--- src/led_drive_note_end.sv ---
// intentionally empty compile unit
`default_nettype none
`default_nettype wire

--- src/led_drive_pkg.sv ---
// constants for the led output drive and pwm mixer
`default_nettype none
package led_drive_pkg;
  localparam int CLK_HZ = 50_000_000;
  localparam int IND_PWM_HZ = 97_000;
  localparam int DIM_PWM_HZ = 190;
  localparam int BLINK_MAX_HZ = 24;
  localparam int PWM_STEPS = 256;
  // longest step that still meets the rate, so round down
  localparam int IND_STEP_CYC = CLK_HZ / (IND_PWM_HZ * PWM_STEPS);
  localparam int DIM_STEP_CYC = CLK_HZ / (DIM_PWM_HZ * PWM_STEPS);
  localparam int BLINK_TICK_CYC_DEF = CLK_HZ / (BLINK_MAX_HZ * PWM_STEPS);

  localparam int NUM_CH_DEF = 16;
  localparam int DUTY_W = 8;
  localparam int ADDR_W = 8;

  localparam logic [7:0] ADDR_MODE = 8'h00;
  localparam logic [7:0] ADDR_GROUP_DUTY = 8'h04;
  localparam logic [7:0] ADDR_GROUP_PERIOD = 8'h08;
  localparam logic [7:0] ADDR_CHANNEL_STATE = 8'h0c;
  localparam logic [7:0] ADDR_STATUS = 8'h10;
  localparam logic [7:0] ADDR_DUTY_BASE = 8'h40;
  localparam logic [1:0] DUTY_BASE_TAG = 2'h1;

  localparam int MODE_BLINK_BIT = 0;
  localparam int MODE_INVERT_BIT = 1;
  localparam int MODE_TOTEM_BIT = 2;
  localparam int MODE_DIS_LSB = 3;
  localparam logic [4:0] MODE_RESET = 5'h00;
  localparam logic [7:0] GROUP_DUTY_RESET = 8'hff;
  localparam logic [7:0] GROUP_PERIOD_RESET = 8'h00;

  localparam logic [1:0] STATE_OFF = 2'h0;
  localparam logic [1:0] STATE_ON = 2'h1;
  localparam logic [1:0] STATE_IND = 2'h2;
  localparam logic [1:0] STATE_GRP = 2'h3;

  localparam logic [1:0] DIS_LOW = 2'h0;
  localparam logic [1:0] DIS_HIGH = 2'h1;
  localparam logic [1:0] DIS_HIZ = 2'h2;

  localparam logic [1:0] RESP_OKAY = 2'h0;
  localparam logic [1:0] RESP_SLVERR = 2'h2;
endpackage : led_drive_pkg
`default_nettype wire

--- src/led_output_drive_pwm_mixer.sv ---
// led output stage: pwm generators, group mixer, transistor drive, axi4-lite registers
// How it works
// - gate low, off/on states drive hi-z, high or low per invert and totem-pole.
// - individual state drives low side by channel duty, high side complementary in totem.
// - combined state gates channel duty with group signal, same invert and totem handling.
// - totem-pole clear never turns the high-side transistor on.
// - gate pin high overrides state and invert settings with disabled field; totem still gates the high side for 01.
// - individual pwm runs near 97 kHz with 256 steps from 8-bit duty.
// - group dimming is a shared 190 Hz pwm from the 8-bit group duty.
// - group blinking period is 8-bit programmable from 24 Hz down to about 10.7 s.
// - disabled field 00 low, 01 high or hi-z, 10 hi-z, 11 reserved.
// - group blink select picks blinking generator when set, dimming when clear.
//
// The AXI4-Lite register port and the register offsets were decided locally.
`default_nettype none
module led_output_drive_pwm_mixer
  import led_drive_pkg::*;
#(
  parameter int NUM_CH = NUM_CH_DEF,
  parameter int BLINK_TICK_CYC = BLINK_TICK_CYC_DEF
) (
  input wire logic clk_sys,
  input wire logic sys_rst,
  input wire logic [ADDR_W-1:0] s_axi_awaddr,
  input wire logic s_axi_awvalid,
  output logic s_axi_awready,
  input wire logic [31:0] s_axi_wdata,
  input wire logic [3:0] s_axi_wstrb,
  input wire logic s_axi_wvalid,
  output logic s_axi_wready,
  output logic [1:0] s_axi_bresp,
  output logic s_axi_bvalid,
  input wire logic s_axi_bready,
  input wire logic [ADDR_W-1:0] s_axi_araddr,
  input wire logic s_axi_arvalid,
  output logic s_axi_arready,
  output logic [31:0] s_axi_rdata,
  output logic [1:0] s_axi_rresp,
  output logic s_axi_rvalid,
  input wire logic s_axi_rready,
  input wire logic output_gate_n,
  output logic [NUM_CH-1:0] upper_on,
  output logic [NUM_CH-1:0] lower_on
);
  localparam int IDX_W = $clog2(NUM_CH);
  localparam int BT_W = $clog2(BLINK_TICK_CYC);

  if (NUM_CH != NUM_CH_DEF || BLINK_TICK_CYC < 2 || IND_STEP_CYC < 1) begin : g_bad
    $error("unsupported channel count or blink tick length");
  end

  // {upper, lower} for one channel
  function automatic logic [1:0] drive_of(input logic gate, input logic [1:0] st,
      input logic pwm, input logic grp, input logic inv, input logic drv,
      input logic [1:0] dis);
    logic act;
    logic level;
    act = 1'b0;
    level = 1'b0;
    if (gate) begin
      case (dis)
        DIS_LOW: drive_of = 2'b01;
        DIS_HIGH: drive_of = {drv, 1'b0};
        default: drive_of = 2'b00;
      endcase
    end else begin
      case (st)
        STATE_OFF: act = 1'b0;
        STATE_ON: act = 1'b1;
        STATE_IND: act = pwm;
        default: act = pwm & grp;
      endcase
      // active led pulls the pin low unless inverted
      level = inv ? act : ~act;
      drive_of = {level & drv, ~level};
    end
  endfunction : drive_of

  function automatic logic is_duty(input logic [ADDR_W-1:0] a);
    is_duty = (a[ADDR_W-1:6] == DUTY_BASE_TAG);
  endfunction : is_duty

  // shared group signal, read by the status register and the mixer
  logic group_sig;

  // gate pin synchroniser
  logic gate_meta_reg;
  logic gate_reg;
  always_ff @(posedge clk_sys) begin
    if (sys_rst) begin
      gate_meta_reg <= 1'b1;
      gate_reg <= 1'b1;
    end else begin
      gate_meta_reg <= output_gate_n;
      gate_reg <= gate_meta_reg;
    end
  end

  // write channel
  logic aw_held_reg;
  logic w_held_reg;
  logic [ADDR_W-1:0] waddr_reg;
  logic [31:0] wdata_reg;
  logic [3:0] wstrb_reg;
  logic wr_fire;
  assign s_axi_awready = ~aw_held_reg & ~s_axi_bvalid;
  assign s_axi_wready = ~w_held_reg & ~s_axi_bvalid;
  assign wr_fire = aw_held_reg & w_held_reg & ~s_axi_bvalid;

  always_ff @(posedge clk_sys) begin
    if (sys_rst) begin
      aw_held_reg <= 1'b0;
      w_held_reg <= 1'b0;
      waddr_reg <= '0;
      wdata_reg <= '0;
      wstrb_reg <= '0;
      s_axi_bvalid <= 1'b0;
      s_axi_bresp <= RESP_OKAY;
    end else begin
      if (s_axi_awvalid && s_axi_awready) begin
        aw_held_reg <= 1'b1;
        waddr_reg <= s_axi_awaddr;
      end
      if (s_axi_wvalid && s_axi_wready) begin
        w_held_reg <= 1'b1;
        wdata_reg <= s_axi_wdata;
        wstrb_reg <= s_axi_wstrb;
      end
      if (wr_fire) begin
        aw_held_reg <= 1'b0;
        w_held_reg <= 1'b0;
        s_axi_bvalid <= 1'b1;
        s_axi_bresp <= (is_duty(waddr_reg) || waddr_reg == ADDR_MODE
            || waddr_reg == ADDR_GROUP_DUTY || waddr_reg == ADDR_GROUP_PERIOD
            || waddr_reg == ADDR_CHANNEL_STATE || waddr_reg == ADDR_STATUS)
            ? RESP_OKAY : RESP_SLVERR;
      end else if (s_axi_bready) begin
        s_axi_bvalid <= 1'b0;
      end
    end
  end

  // control registers
  logic [4:0] mode_reg;
  logic [7:0] group_duty_reg;
  logic [7:0] group_period_reg;
  logic [2*NUM_CH-1:0] state_reg;
  logic wr_low;
  assign wr_low = wr_fire & wstrb_reg[0];

  always_ff @(posedge clk_sys) begin
    if (sys_rst) begin
      mode_reg <= MODE_RESET;
      group_duty_reg <= GROUP_DUTY_RESET;
      group_period_reg <= GROUP_PERIOD_RESET;
    end else if (wr_low) begin
      if (waddr_reg == ADDR_MODE) mode_reg <= wdata_reg[4:0];
      if (waddr_reg == ADDR_GROUP_DUTY) group_duty_reg <= wdata_reg[7:0];
      if (waddr_reg == ADDR_GROUP_PERIOD) group_period_reg <= wdata_reg[7:0];
    end
  end

  always_ff @(posedge clk_sys) begin
    if (sys_rst) begin
      state_reg <= '0;
    end else if (wr_fire && waddr_reg == ADDR_CHANNEL_STATE) begin
      for (int b = 0; b < 4; b++) begin
        if (wstrb_reg[b]) state_reg[b*8 +: 8] <= wdata_reg[b*8 +: 8];
      end
    end
  end

  logic blink_sel;
  logic inv;
  logic drv;
  logic [1:0] dis;
  assign blink_sel = mode_reg[MODE_BLINK_BIT];
  assign inv = mode_reg[MODE_INVERT_BIT];
  assign drv = mode_reg[MODE_TOTEM_BIT];
  assign dis = mode_reg[MODE_DIS_LSB +: 2];

  // duty store
  logic [DUTY_W-1:0] mem_rdata;
  logic [DUTY_W*NUM_CH-1:0] duty_all;
  led_duty_store #(.WIDTH(DUTY_W), .DEPTH(NUM_CH)) u_store (
    .clk_sys(clk_sys),
    .sys_rst(sys_rst),
    .wr_en(wr_low & is_duty(waddr_reg)),
    .wr_addr(waddr_reg[2 +: IDX_W]),
    .wr_data(wdata_reg[DUTY_W-1:0]),
    .rd_addr(s_axi_araddr[2 +: IDX_W]),
    .rd_data(mem_rdata),
    .all_data(duty_all)
  );

  // read channel: accept, fetch, answer
  logic rd_busy_reg;
  logic rd_fetch_reg;
  logic [ADDR_W-1:0] raddr_reg;
  assign s_axi_arready = ~rd_busy_reg;

  always_ff @(posedge clk_sys) begin
    if (sys_rst) begin
      rd_busy_reg <= 1'b0;
      rd_fetch_reg <= 1'b0;
      raddr_reg <= '0;
      s_axi_rvalid <= 1'b0;
      s_axi_rdata <= '0;
      s_axi_rresp <= RESP_OKAY;
    end else if (s_axi_arvalid && s_axi_arready) begin
      rd_busy_reg <= 1'b1;
      rd_fetch_reg <= 1'b1;
      raddr_reg <= s_axi_araddr;
    end else if (rd_fetch_reg) begin
      rd_fetch_reg <= 1'b0;
      s_axi_rvalid <= 1'b1;
      s_axi_rresp <= RESP_OKAY;
      if (is_duty(raddr_reg)) s_axi_rdata <= {24'h000000, mem_rdata};
      else if (raddr_reg == ADDR_MODE) s_axi_rdata <= {27'h0, mode_reg};
      else if (raddr_reg == ADDR_GROUP_DUTY) s_axi_rdata <= {24'h000000, group_duty_reg};
      else if (raddr_reg == ADDR_GROUP_PERIOD) s_axi_rdata <= {24'h000000, group_period_reg};
      else if (raddr_reg == ADDR_CHANNEL_STATE) s_axi_rdata <= state_reg;
      else if (raddr_reg == ADDR_STATUS) s_axi_rdata <= {30'h0, group_sig, gate_reg};
      else begin
        s_axi_rdata <= '0;
        s_axi_rresp <= RESP_SLVERR;
      end
    end else if (s_axi_rvalid && s_axi_rready) begin
      s_axi_rvalid <= 1'b0;
      rd_busy_reg <= 1'b0;
    end
  end

  // individual pwm timebase
  logic [$clog2(IND_STEP_CYC+1)-1:0] ind_div_reg;
  logic [DUTY_W-1:0] ind_cnt_reg;
  always_ff @(posedge clk_sys) begin
    if (sys_rst) begin
      ind_div_reg <= '0;
      ind_cnt_reg <= '0;
    end else if (ind_div_reg == ($bits(ind_div_reg))'(IND_STEP_CYC - 1)) begin
      ind_div_reg <= '0;
      ind_cnt_reg <= ind_cnt_reg + 8'h01;
    end else begin
      ind_div_reg <= ind_div_reg + 1'b1;
    end
  end

  // group dimming timebase
  logic [$clog2(DIM_STEP_CYC)-1:0] dim_div_reg;
  logic [DUTY_W-1:0] dim_cnt_reg;
  always_ff @(posedge clk_sys) begin
    if (sys_rst) begin
      dim_div_reg <= '0;
      dim_cnt_reg <= '0;
    end else if (dim_div_reg == ($bits(dim_div_reg))'(DIM_STEP_CYC - 1)) begin
      dim_div_reg <= '0;
      dim_cnt_reg <= dim_cnt_reg + 8'h01;
    end else begin
      dim_div_reg <= dim_div_reg + 1'b1;
    end
  end

  // group blinking timebase: period register stretches each step
  logic [BT_W-1:0] blink_div_reg;
  logic [7:0] blink_sub_reg;
  logic [DUTY_W-1:0] blink_cnt_reg;
  always_ff @(posedge clk_sys) begin
    if (sys_rst) begin
      blink_div_reg <= '0;
      blink_sub_reg <= '0;
      blink_cnt_reg <= '0;
    end else if (blink_div_reg == BT_W'(BLINK_TICK_CYC - 1)) begin
      blink_div_reg <= '0;
      if (blink_sub_reg >= group_period_reg) begin
        blink_sub_reg <= '0;
        blink_cnt_reg <= blink_cnt_reg + 8'h01;
      end else begin
        blink_sub_reg <= blink_sub_reg + 8'h01;
      end
    end else begin
      blink_div_reg <= blink_div_reg + 1'b1;
    end
  end

  logic [NUM_CH-1:0] pwm_ind;
  always_comb begin
    group_sig = blink_sel ? (blink_cnt_reg < group_duty_reg)
                          : (dim_cnt_reg < group_duty_reg);
    for (int c = 0; c < NUM_CH; c++) begin
      pwm_ind[c] = ind_cnt_reg < duty_all[c*DUTY_W +: DUTY_W];
    end
  end

  // transistor controls
  always_ff @(posedge clk_sys) begin
    if (sys_rst) begin
      upper_on <= '0;
      lower_on <= '0;
    end else begin
      for (int c = 0; c < NUM_CH; c++) begin
        {upper_on[c], lower_on[c]} <= drive_of(gate_reg, state_reg[2*c +: 2],
            pwm_ind[c], group_sig, inv, drv, dis);
      end
    end
  end

  logic [1:0] st0;
  assign st0 = state_reg[1:0];

  property p_off_totem;
    @(posedge clk_sys) disable iff (sys_rst)
      (!gate_reg && st0 == STATE_OFF && !inv && drv) |=> (upper_on[0] && !lower_on[0]);
  endproperty
  a_off_totem: assert property (p_off_totem) else $error("off totem not high");
  property p_on_inv_od;
    @(posedge clk_sys) disable iff (sys_rst)
      (!gate_reg && st0 == STATE_ON && inv && !drv) |=> (!upper_on[0] && !lower_on[0]);
  endproperty
  a_on_inv_od: assert property (p_on_inv_od) else $error("on inverted not hi-z");
  property p_ind_pwm;
    @(posedge clk_sys) disable iff (sys_rst)
      (!gate_reg && st0 == STATE_IND && !inv && drv)
      |=> (lower_on[0] == $past(pwm_ind[0]) && upper_on[0] == !lower_on[0]);
  endproperty
  a_ind_pwm: assert property (p_ind_pwm) else $error("individual pwm wrong");
  property p_grp_pwm;
    @(posedge clk_sys) disable iff (sys_rst)
      (!gate_reg && st0 == STATE_GRP && inv && !drv)
      |=> (lower_on[0] == !$past(pwm_ind[0] & group_sig));
  endproperty
  a_grp_pwm: assert property (p_grp_pwm) else $error("combined pwm wrong");
  property p_no_upper;
    @(posedge clk_sys) disable iff (sys_rst) !drv |=> (upper_on == '0);
  endproperty
  a_no_upper: assert property (p_no_upper) else $error("high side on in open drain");
  property p_gate_low_dis;
    @(posedge clk_sys) disable iff (sys_rst)
      (gate_reg && dis == DIS_LOW) |=> (&lower_on && upper_on == '0);
  endproperty
  a_gate_low_dis: assert property (p_gate_low_dis) else $error("disabled low wrong");
  property p_gate_hiz;
    @(posedge clk_sys) disable iff (sys_rst)
      (gate_reg && dis == DIS_HIZ) |=> (lower_on == '0 && upper_on == '0);
  endproperty
  a_gate_hiz: assert property (p_gate_hiz) else $error("disabled hi-z wrong");
  property p_duty_zero;
    @(posedge clk_sys) disable iff (sys_rst)
      (duty_all[DUTY_W-1:0] == 8'h00) |-> !pwm_ind[0];
  endproperty
  a_duty_zero: assert property (p_duty_zero) else $error("zero duty active");
  property p_ind_step;
    @(posedge clk_sys) disable iff (sys_rst)
      $changed(ind_cnt_reg) |-> ##1 $stable(ind_cnt_reg) [*1] ##1 $changed(ind_cnt_reg);
  endproperty
  a_ind_step: assert property (p_ind_step) else $error("individual step not 2 cycles");
  property p_dim_wrap;
    @(posedge clk_sys) disable iff (sys_rst)
      (dim_div_reg == ($bits(dim_div_reg))'(DIM_STEP_CYC - 1))
      |=> (dim_div_reg == '0 && dim_cnt_reg == 8'($past(dim_cnt_reg) + 8'h01));
  endproperty
  a_dim_wrap: assert property (p_dim_wrap) else $error("dimming step wrong");

  c_grp_toggle: cover property (@(posedge clk_sys) disable iff (sys_rst)
      st0 == STATE_GRP && $rose(lower_on[0]));
  c_gate_high: cover property (@(posedge clk_sys) disable iff (sys_rst) $rose(gate_reg));
  c_write: cover property (@(posedge clk_sys) disable iff (sys_rst)
      s_axi_bvalid && s_axi_bready);
  c_read: cover property (@(posedge clk_sys) disable iff (sys_rst)
      s_axi_rvalid && s_axi_rready);
endmodule : led_output_drive_pwm_mixer
`default_nettype wire

--- src/led_duty_store.sv ---
// per-channel duty value store with registered read port
`default_nettype none
module led_duty_store #(
  parameter int WIDTH = 8,
  parameter int DEPTH = 16
) (
  input wire logic clk_sys,
  input wire logic sys_rst,
  input wire logic wr_en,
  input wire logic [$clog2(DEPTH)-1:0] wr_addr,
  input wire logic [WIDTH-1:0] wr_data,
  input wire logic [$clog2(DEPTH)-1:0] rd_addr,
  output logic [WIDTH-1:0] rd_data,
  output logic [WIDTH*DEPTH-1:0] all_data
);
  logic [WIDTH-1:0] mem_reg [DEPTH];

  always_ff @(posedge clk_sys) begin
    if (sys_rst) begin
      for (int i = 0; i < DEPTH; i++) begin
        mem_reg[i] <= '0;
      end
    end else if (wr_en) begin
      mem_reg[wr_addr] <= wr_data;
    end
  end

  always_ff @(posedge clk_sys) begin
    if (sys_rst) begin
      rd_data <= '0;
    end else begin
      rd_data <= mem_reg[rd_addr];
    end
  end

  always_comb begin
    for (int i = 0; i < DEPTH; i++) begin
      all_data[i*WIDTH +: WIDTH] = mem_reg[i];
    end
  end
endmodule : led_duty_store
`default_nettype wire

--- config.mk ---
export PLATFORM = sky130hd
export DESIGN_NAME = led_output_drive_pwm_mixer
export DESIGN_NICKNAME = d
export VERILOG_FILES = /design/src/led_drive_note_end.sv /design/src/led_drive_pkg.sv /design/src/led_output_drive_pwm_mixer.sv /design/src/led_duty_store.sv
export SDC_FILE = /design/constraint.sdc
export NUM_CORES = 1
export LEC_CHECK = 0
export BUFFER_PORTS_ARGS = -buffer_cell sky130_fd_sc_hd__clkbuf_2
export CAP_MARGIN = 20
export CORE_AREA = 2 2 261 263
export CTS_BUF_LIST = sky130_fd_sc_hd__clkbuf_4 sky130_fd_sc_hd__clkbuf_8
export CTS_CLUSTER_DIAMETER = 40
export DETAILED_ROUTE_END_ITERATION = 12
export DIE_AREA = 0 0 263 265
export GPL_TIMING_DRIVEN = 0
export PLACE_DENSITY = 0.43
export SYNTH_ARGS = -nofsm -noshare
export SYNTH_HDL_FRONTEND = slang
export SYNTH_SLANG_ARGS = --single-unit
--- constraint.sdc ---
create_clock -name clk_sys -period 2.7 [get_ports clk_sys]
set_input_delay 0.54 -clock clk_sys [delete_from_list [all_inputs] [get_ports clk_sys]]
set_output_delay 0.54 -clock clk_sys [all_outputs]
set_load 0.03 [all_outputs]
==> impl_metrics.toml, run 1 <==
[outcome]
status = "complete, but fails checks"
violations = "setup timing"

[run]
drv_cap = 0

[clock_network]
clk_latency_ps = 680
tritoncts = "yes"
cts_buffers = 85
cts_buffer_depth = 3
ctsHoldBuffers = 0
cts_max_level = 3
path_clk_slew_ps = 60
clock_sinks = 373
clockRootBuffer = "clkbuf_8"

[floorplan]
fp.dieW_um = 263
die_height_um = 265
core_mm2 = 0.0668
start_util_pct = 29.8
ios = 133
die_area_mm2 = 0.0697
rows = 95

[cells_and_area]
syn2layout_area_growth_pct = 21.4
final_util_pct = 36.2
fillerInstances = 6817
design_area_mm2 = 0.0242
fin_cells = 3286
drive_above_1_share_pct = 18.9
final_nets = 2547
largest_reg_flops = 128

[placement]
port-buffer-count = 125
place_hpwl_um = 53800
dpl_cell_area_mm2 = 0.0217
dp.cells = 3114
place.gp.congestion = 0.839

[setup_path]
max_stage_delay_ps = 430
r2r_cells = 11
cp_slowest_cell = "dfxtp_1"
cp-end-kind = "flop"
required_ps = 3280
arrival_ps = 3280
cp_max_fo = 10
critPathBufInv = 3
rrSetupSlack_ps = -5
crit_chain = "inv_2 -> ha_1 -> o21a_1 -> nor2_1 -> o31ai_4 -> and2_4 -> buf_6 -> buf_6 -> a21oi_1 -> mux2i_1 -> mux2i_2"
r2r-start = "group_duty_reg[3]"
r2r_end = "upper_on[3]"
criticalPathCategory = "flop to flop"
critPathMostFrequentCell = "buf_6"
crit_path_start_kind = "flop"
critPathTopFamily = "compound AO/OA/AOI/OAI gates"

[yosys]
yosys_register_bits = 373
synth_common_cells = "245 x dfxtp_1, 198 x nand2_1, 166 x nor2_1"
synth_top_area_share_pct = 24.6
avgSynthCellArea_um2 = 9.43
synth-edff-count = 128
async_reset_ff_share_pct = 0
seq_area_frac_synth_pct = 43.9
yosysTopAreaCell = "dfxtp_1"
yosysMostFrequentCell = "dfxtp_1"
ys_top_cells_by_area = "dfxtp_1 25%, edfxtp_1 19%, ha_1 9.0%"
ys.warnings.count = 0
synthCells = 2111
yosysUniqueCellTypes = 66
syn_area_mm2 = 0.0199
yosys_most_used_dff = "dfxtp_1"

[worst_hold_path]
whs_path_depth = 3
hold_path_end = "wdata_reg[13]"
min-delay-start = "s_axi_wdata[13]"
min_path_type = "input pin to flop"

[global_route]
grt_pass1_wl_um = 105000
grt-ovfl-total = 0
grt_usage_pct = 20.3
grt_max_degree = 20
grt_pass1_vias = 16600
antenna_found_initial = 5

[detailed_routing]
drtIter0Drc = 1167
wl_per_cell_um = 21.7
wl_um = 71300
vias = 16600
ant_nets = 0
viasPerCell = 5.06
drt_pre_antenna_iters = 6
drc_errors = 0

[power]
total_power_mw = 14.8
p_leak_nw = 9.75
vdd_drop_max_mv = 0.315
p_per_area_mw_per_mm2 = 611

[sta]
hold_violations = 0
finalClockSkew_ps = 32.1
fin_crit_ps = 2710
max_freq_ghz = 0.370
finalSetupViolations = 1
tightest_slew_ps = 1070
period_share_pct = 100
slew_headroom_pct = 28.9
final.setup.worst_slack_ps = -5.35
finalSetupTns_ps = -5.35
drv_slew = 0
-- metal layers --
layer / track usage, % / up-vias / wire length [µm]
li1: - / 7940 / -
met1: 27.5 / 8081 / 32900
met2: 31.8 / 488 / 31700
met3: 4.65 / 100 / 4670
met4: 7.04 / 2 / 2060
met5: 0 / - / 13
-- stage by stage --
step	worst slack, ps	hold slack [ps]
after CTS	-173	29.7
final	-5.35	77.0
after global routing	-3.83	52.8
after global placement	-846	413
after detailed placement	-877	397
after floorplan	353	389
-- power by group --
part           internal, mW  total [mW]  switching (mW)  leakage [nW]
clock                  4.58        7.44            2.86          1.00
combinational         0.387        1.17           0.784          5.43
sequential             5.98        6.14           0.158          3.32
total                  11.0        14.8            3.80          9.75
-- layout make-up --
| class | count | area [µm²] | area share [%] |
|---|---|---|---|
| inverter | 159 | 599 | 2.48 |
| clock buffer | 114 | 1450 | 6.00 |
| antenna | 1 | 2.50 | 0.0104 |
| buffer | 131 | 544 | 2.25 |
| sequential | 373 | 8770 | 36.3 |
| clock inverter | 41 | 526 | 2.17 |
| timing repair buffer | 147 | 883 | 3.66 |
| tap | 873 | 1090 | 4.52 |
| multi-input combinational | 1447 | 10300 | 42.6 |
-- worst max path at each step --
stage,cells past startpoint,end,startpoint
after floorplan,5,u_store.rd_data[7],s_axi_araddr[2]
after global placement,8,upper_on[11],ind_cnt_reg[0]
after detailed placement,8,upper_on[11],ind_cnt_reg[0]
after CTS,5,u_store.mem_reg[4][6],s_axi_bvalid
after global routing,10,upper_on[13],group_duty_reg[1]
final,11,upper_on[3],group_duty_reg[3]
-- kinds of logic (layout without fill, tap and decap cells) --
| family | count (synthesis) | count (layout) | share of synthesized area [%] |
|---|---|---|---|
| AOI/OAI and AO/OA | 403 | 403 | 13.0 |
| xor gates and xnor gates | 38 | 38 | 1.67 |
| adders and majority gates | 143 | 143 | 8.99 |
| buffers and inverters | 292 | 592 | 5.68 |
| DFF | 373 | 373 | 43.9 |
| muxes | 88 | 88 | 7.20 |
| other | 1 | 3 | 0.0188 |
| and+or+nand+nor | 773 | 773 | 19.5 |
-- layout by cell type (no fill, tap or decap), drive strengths merged, types with 8 or more instances in the layout --
master and instances:
clkbuf 350, dfxtp 245, nand2 198, nor2 168
a21oi 164, inv 163, ha 143, and2 135
edfxtp 128, nand3 83, o21ai 55, mux4 44
mux2i 42, nor3 42, buf 42, a22oi 30
xor2 28, nor2b 23, nand2b 22, or2 21
and3 20, o21a 19, o31ai 18, a221oi 18
clkinv 16, nand4 15, o22ai 14, a311oi 13
a211oi 12, a31oi 11, bufinv 11, xnor2 10
clkinvlp 10, nand3b 9, a21o 9, nor4b 9
or3 8, a211o 8
-- repair_timing --
action | 4_1_cts | 5_1_grt
gates resized for setup | 44 | 58
buffers inserted | 8 | 10
setup endpoints to repair | 248 | 173
pin swaps | 5 | 9
cloned | 0 | 0
-- worst min-delay path, delay by kind of cell --
| family | cells | cell delay (ps) |
|---|---|---|
| buf+inv | 1 | 80 |
| compound gates | 1 | 50 |
| simple gates | 1 | 50 |
No activity file was read; power rests on OpenSTA's default activity.
==> run 2, diff against run 1 <==
Settings changed: GPL_TIMING_DRIVEN 0 to not set, SETUP_SLACK_MARGIN set to 0.4.
==> run 2 against run 1 <==
  * The flow now finishes without violations
  * Final area rose by 1.1%
  * Total power fell by 3.3%
  * Cell count fell by 1.3%
  * Die area did not move
  * Via count fell by 0.43%
  * First-iteration DRC count rose by 1.5%
  * Clock skew fell by 7.5 ps
  * Setup slack improved by 420 ps
  * Register-to-register slack improved by 420 ps
  * Global-route usage fell by 0.71 points
  * Largest cell class unchanged
==> impl_metrics.toml, run 2 (synthesis gave the netlist of run 1 again) <==
[setup_path]
crit_path_start_kind = "flop"
rrSetupSlack_ps = 410
cp_max_fo = 5
cp_slowest_cell = "dfxtp_2"
critPathMostFrequentCell = "mux2i_1"
critPathTopFamily = "compound AO/OA/AOI/OAI gates"
max_stage_delay_ps = 340
required_ps = 3230
cp-end-kind = "flop"
criticalPathCategory = "flop to flop"
crit_chain = "inv_4 -> ha_4 -> and4_4 -> a2111oi_4 -> o31ai_4 -> and2_4 -> buf_12 -> buf_16 -> a21oi_1 -> mux2i_1 -> mux2i_1"
arrival_ps = 2820
critPathBufInv = 3

[cells_and_area]
drive_above_1_share_pct = 23.0
largest_reg_flops = 128
fillerInstances = 6782
final_common_cell = "dfxtp_1"
final_cell_mix = "229 x dfxtp_1, 197 x nand2_1, 165 x nor2_1"
syn2layout_area_growth_pct = 22.7
fin_cells = 3242
final_nets = 2505
n_antenna_cell = 0
final_util_pct = 36.6

[global_route]
grt_usage_pct = 19.6
antenna_found_initial = 4
grt_max_degree = 95
top_usage_layer = "met2"
grt_pass1_wl_um = 103000
use_met3_pct = 4.47
grt-ovfl-total = 0
grt_pass1_vias = 16100
grt_use_met2_pct = 31.2
grt_use_met1_pct = 26.5

[placement]
place.gp.congestion = 0.873
port-buffer-count = 130
post-place-ws_ps = -95.3
place_hpwl_um = 50800
dp.cells = 3077

[sta]
max_freq_ghz = 0.437
finalSetupViolations = 0
drv_slew = 0
tightest_slew_ps = 1020
finalClockSkew_ps = 24.7
final.setup.worst_slack_ps = 411
period_share_pct = 84.8
hold_violations = 0
slew_headroom_pct = 32.1
finalSetupTns_ps = 0
rsz0062_at_grt = "yes"
fin_crit_ps = 2290

[clock_network]
clockRootBuffer = "clkbuf_8"
cts_buffers = 83
ctsHoldBuffers = 0
cts_buffer_depth = 3
clock_sinks = 373
path_clk_slew_ps = 60
cts_max_level = 3
clk_latency_ps = 660
tritoncts = "yes"

[power]
comb_power_share_pct = 7.9
clockPowerShare_pct = 48.7
p_per_area_mw_per_mm2 = 584
power.switching_mw = 3.74
switching_share_pct = 26.2
vdd_drop_max_mv = 0.416
p_int_mw = 10.5
seqPwrFrac_pct = 43.4
p_leak_nw = 9.98

[detailed_routing]
vias = 16500
ant_nets = 0
wl_um = 69700
viasPerCell = 5.10
wl_per_cell_um = 21.5
drtIter0Drc = 1185
drc_errors = 0
drt_pre_antenna_iters = 5

[floorplan]
die_height_um = 265
core_mm2 = 0.0668
start_util_pct = 29.8
die_area_mm2 = 0.0697
rows = 95
ios = 133
fp.dieW_um = 263

[run]
drv_cap = 0

[outcome]
status = "complete, no violations"

[worst_hold_path]
min_path_type = "input pin to flop"
## run 2: path summary, 6_finish.rpt
kind / from / to / cells past startpoint
max: group_duty_reg[7] / upper_on[3] / 11
min reg2reg: gate_meta_reg / gate_reg / 1
min: output_gate_n / gate_meta_reg / 2
max reg2reg: group_duty_reg[7] / upper_on[3] / 11
## run 2: per-stage QoR
| step | instance area (µm²) | hold slack, ps | total power [mW] |
|---|---|---|---|
| after floorplan | 19900 | 389 | 6.89 |
| after global placement | 21900 | 412 | 7.40 |
| after detailed placement | 21900 | 406 | 7.41 |
| after CTS | 24100 | 18.4 | 14.4 |
| after global routing | 24400 | 23.6 | 14.8 |
| final | 24400 | 85.6 | 14.3 |
## run 2: power groups by stage
stage          Clock [mW]  Sequential, mW  Combinational (mW)
2_1_floorplan           0            6.23               0.662
3_3_place_gp            0            6.31                1.09
3_5_place_dp            0            6.31                1.10
4_1_cts              7.10            6.19                1.12
5_1_grt              7.39            6.21                1.23
6_report             6.95            6.19                1.13
## run 2: routing by layer
layer  vias up  share of wire [%]
li1       7857                  -
met1      8128                 46
met2       437                 45
met3       116                6.0
met4         2                2.7
met5         -              0.020
## run 2: layout make-up
type | count | area, µm² | area share [%]
multi-input combinational | 1447 | 10400 | 42.8
sequential | 373 | 8780 | 35.9
timing repair buffer | 238 | 1660 | 6.81
clock buffer | 118 | 1510 | 6.19
tap | 873 | 1090 | 4.47
inverter | 159 | 602 | 2.46
clock inverter | 34 | 327 | 1.34
## run 2: timing repair
action                     in CTS  in global routing
setup endpoints to repair      76                105
cloned                          2                  0
buffers inserted                5                  6
pin swaps                       9                 23
resized for setup              56                 65
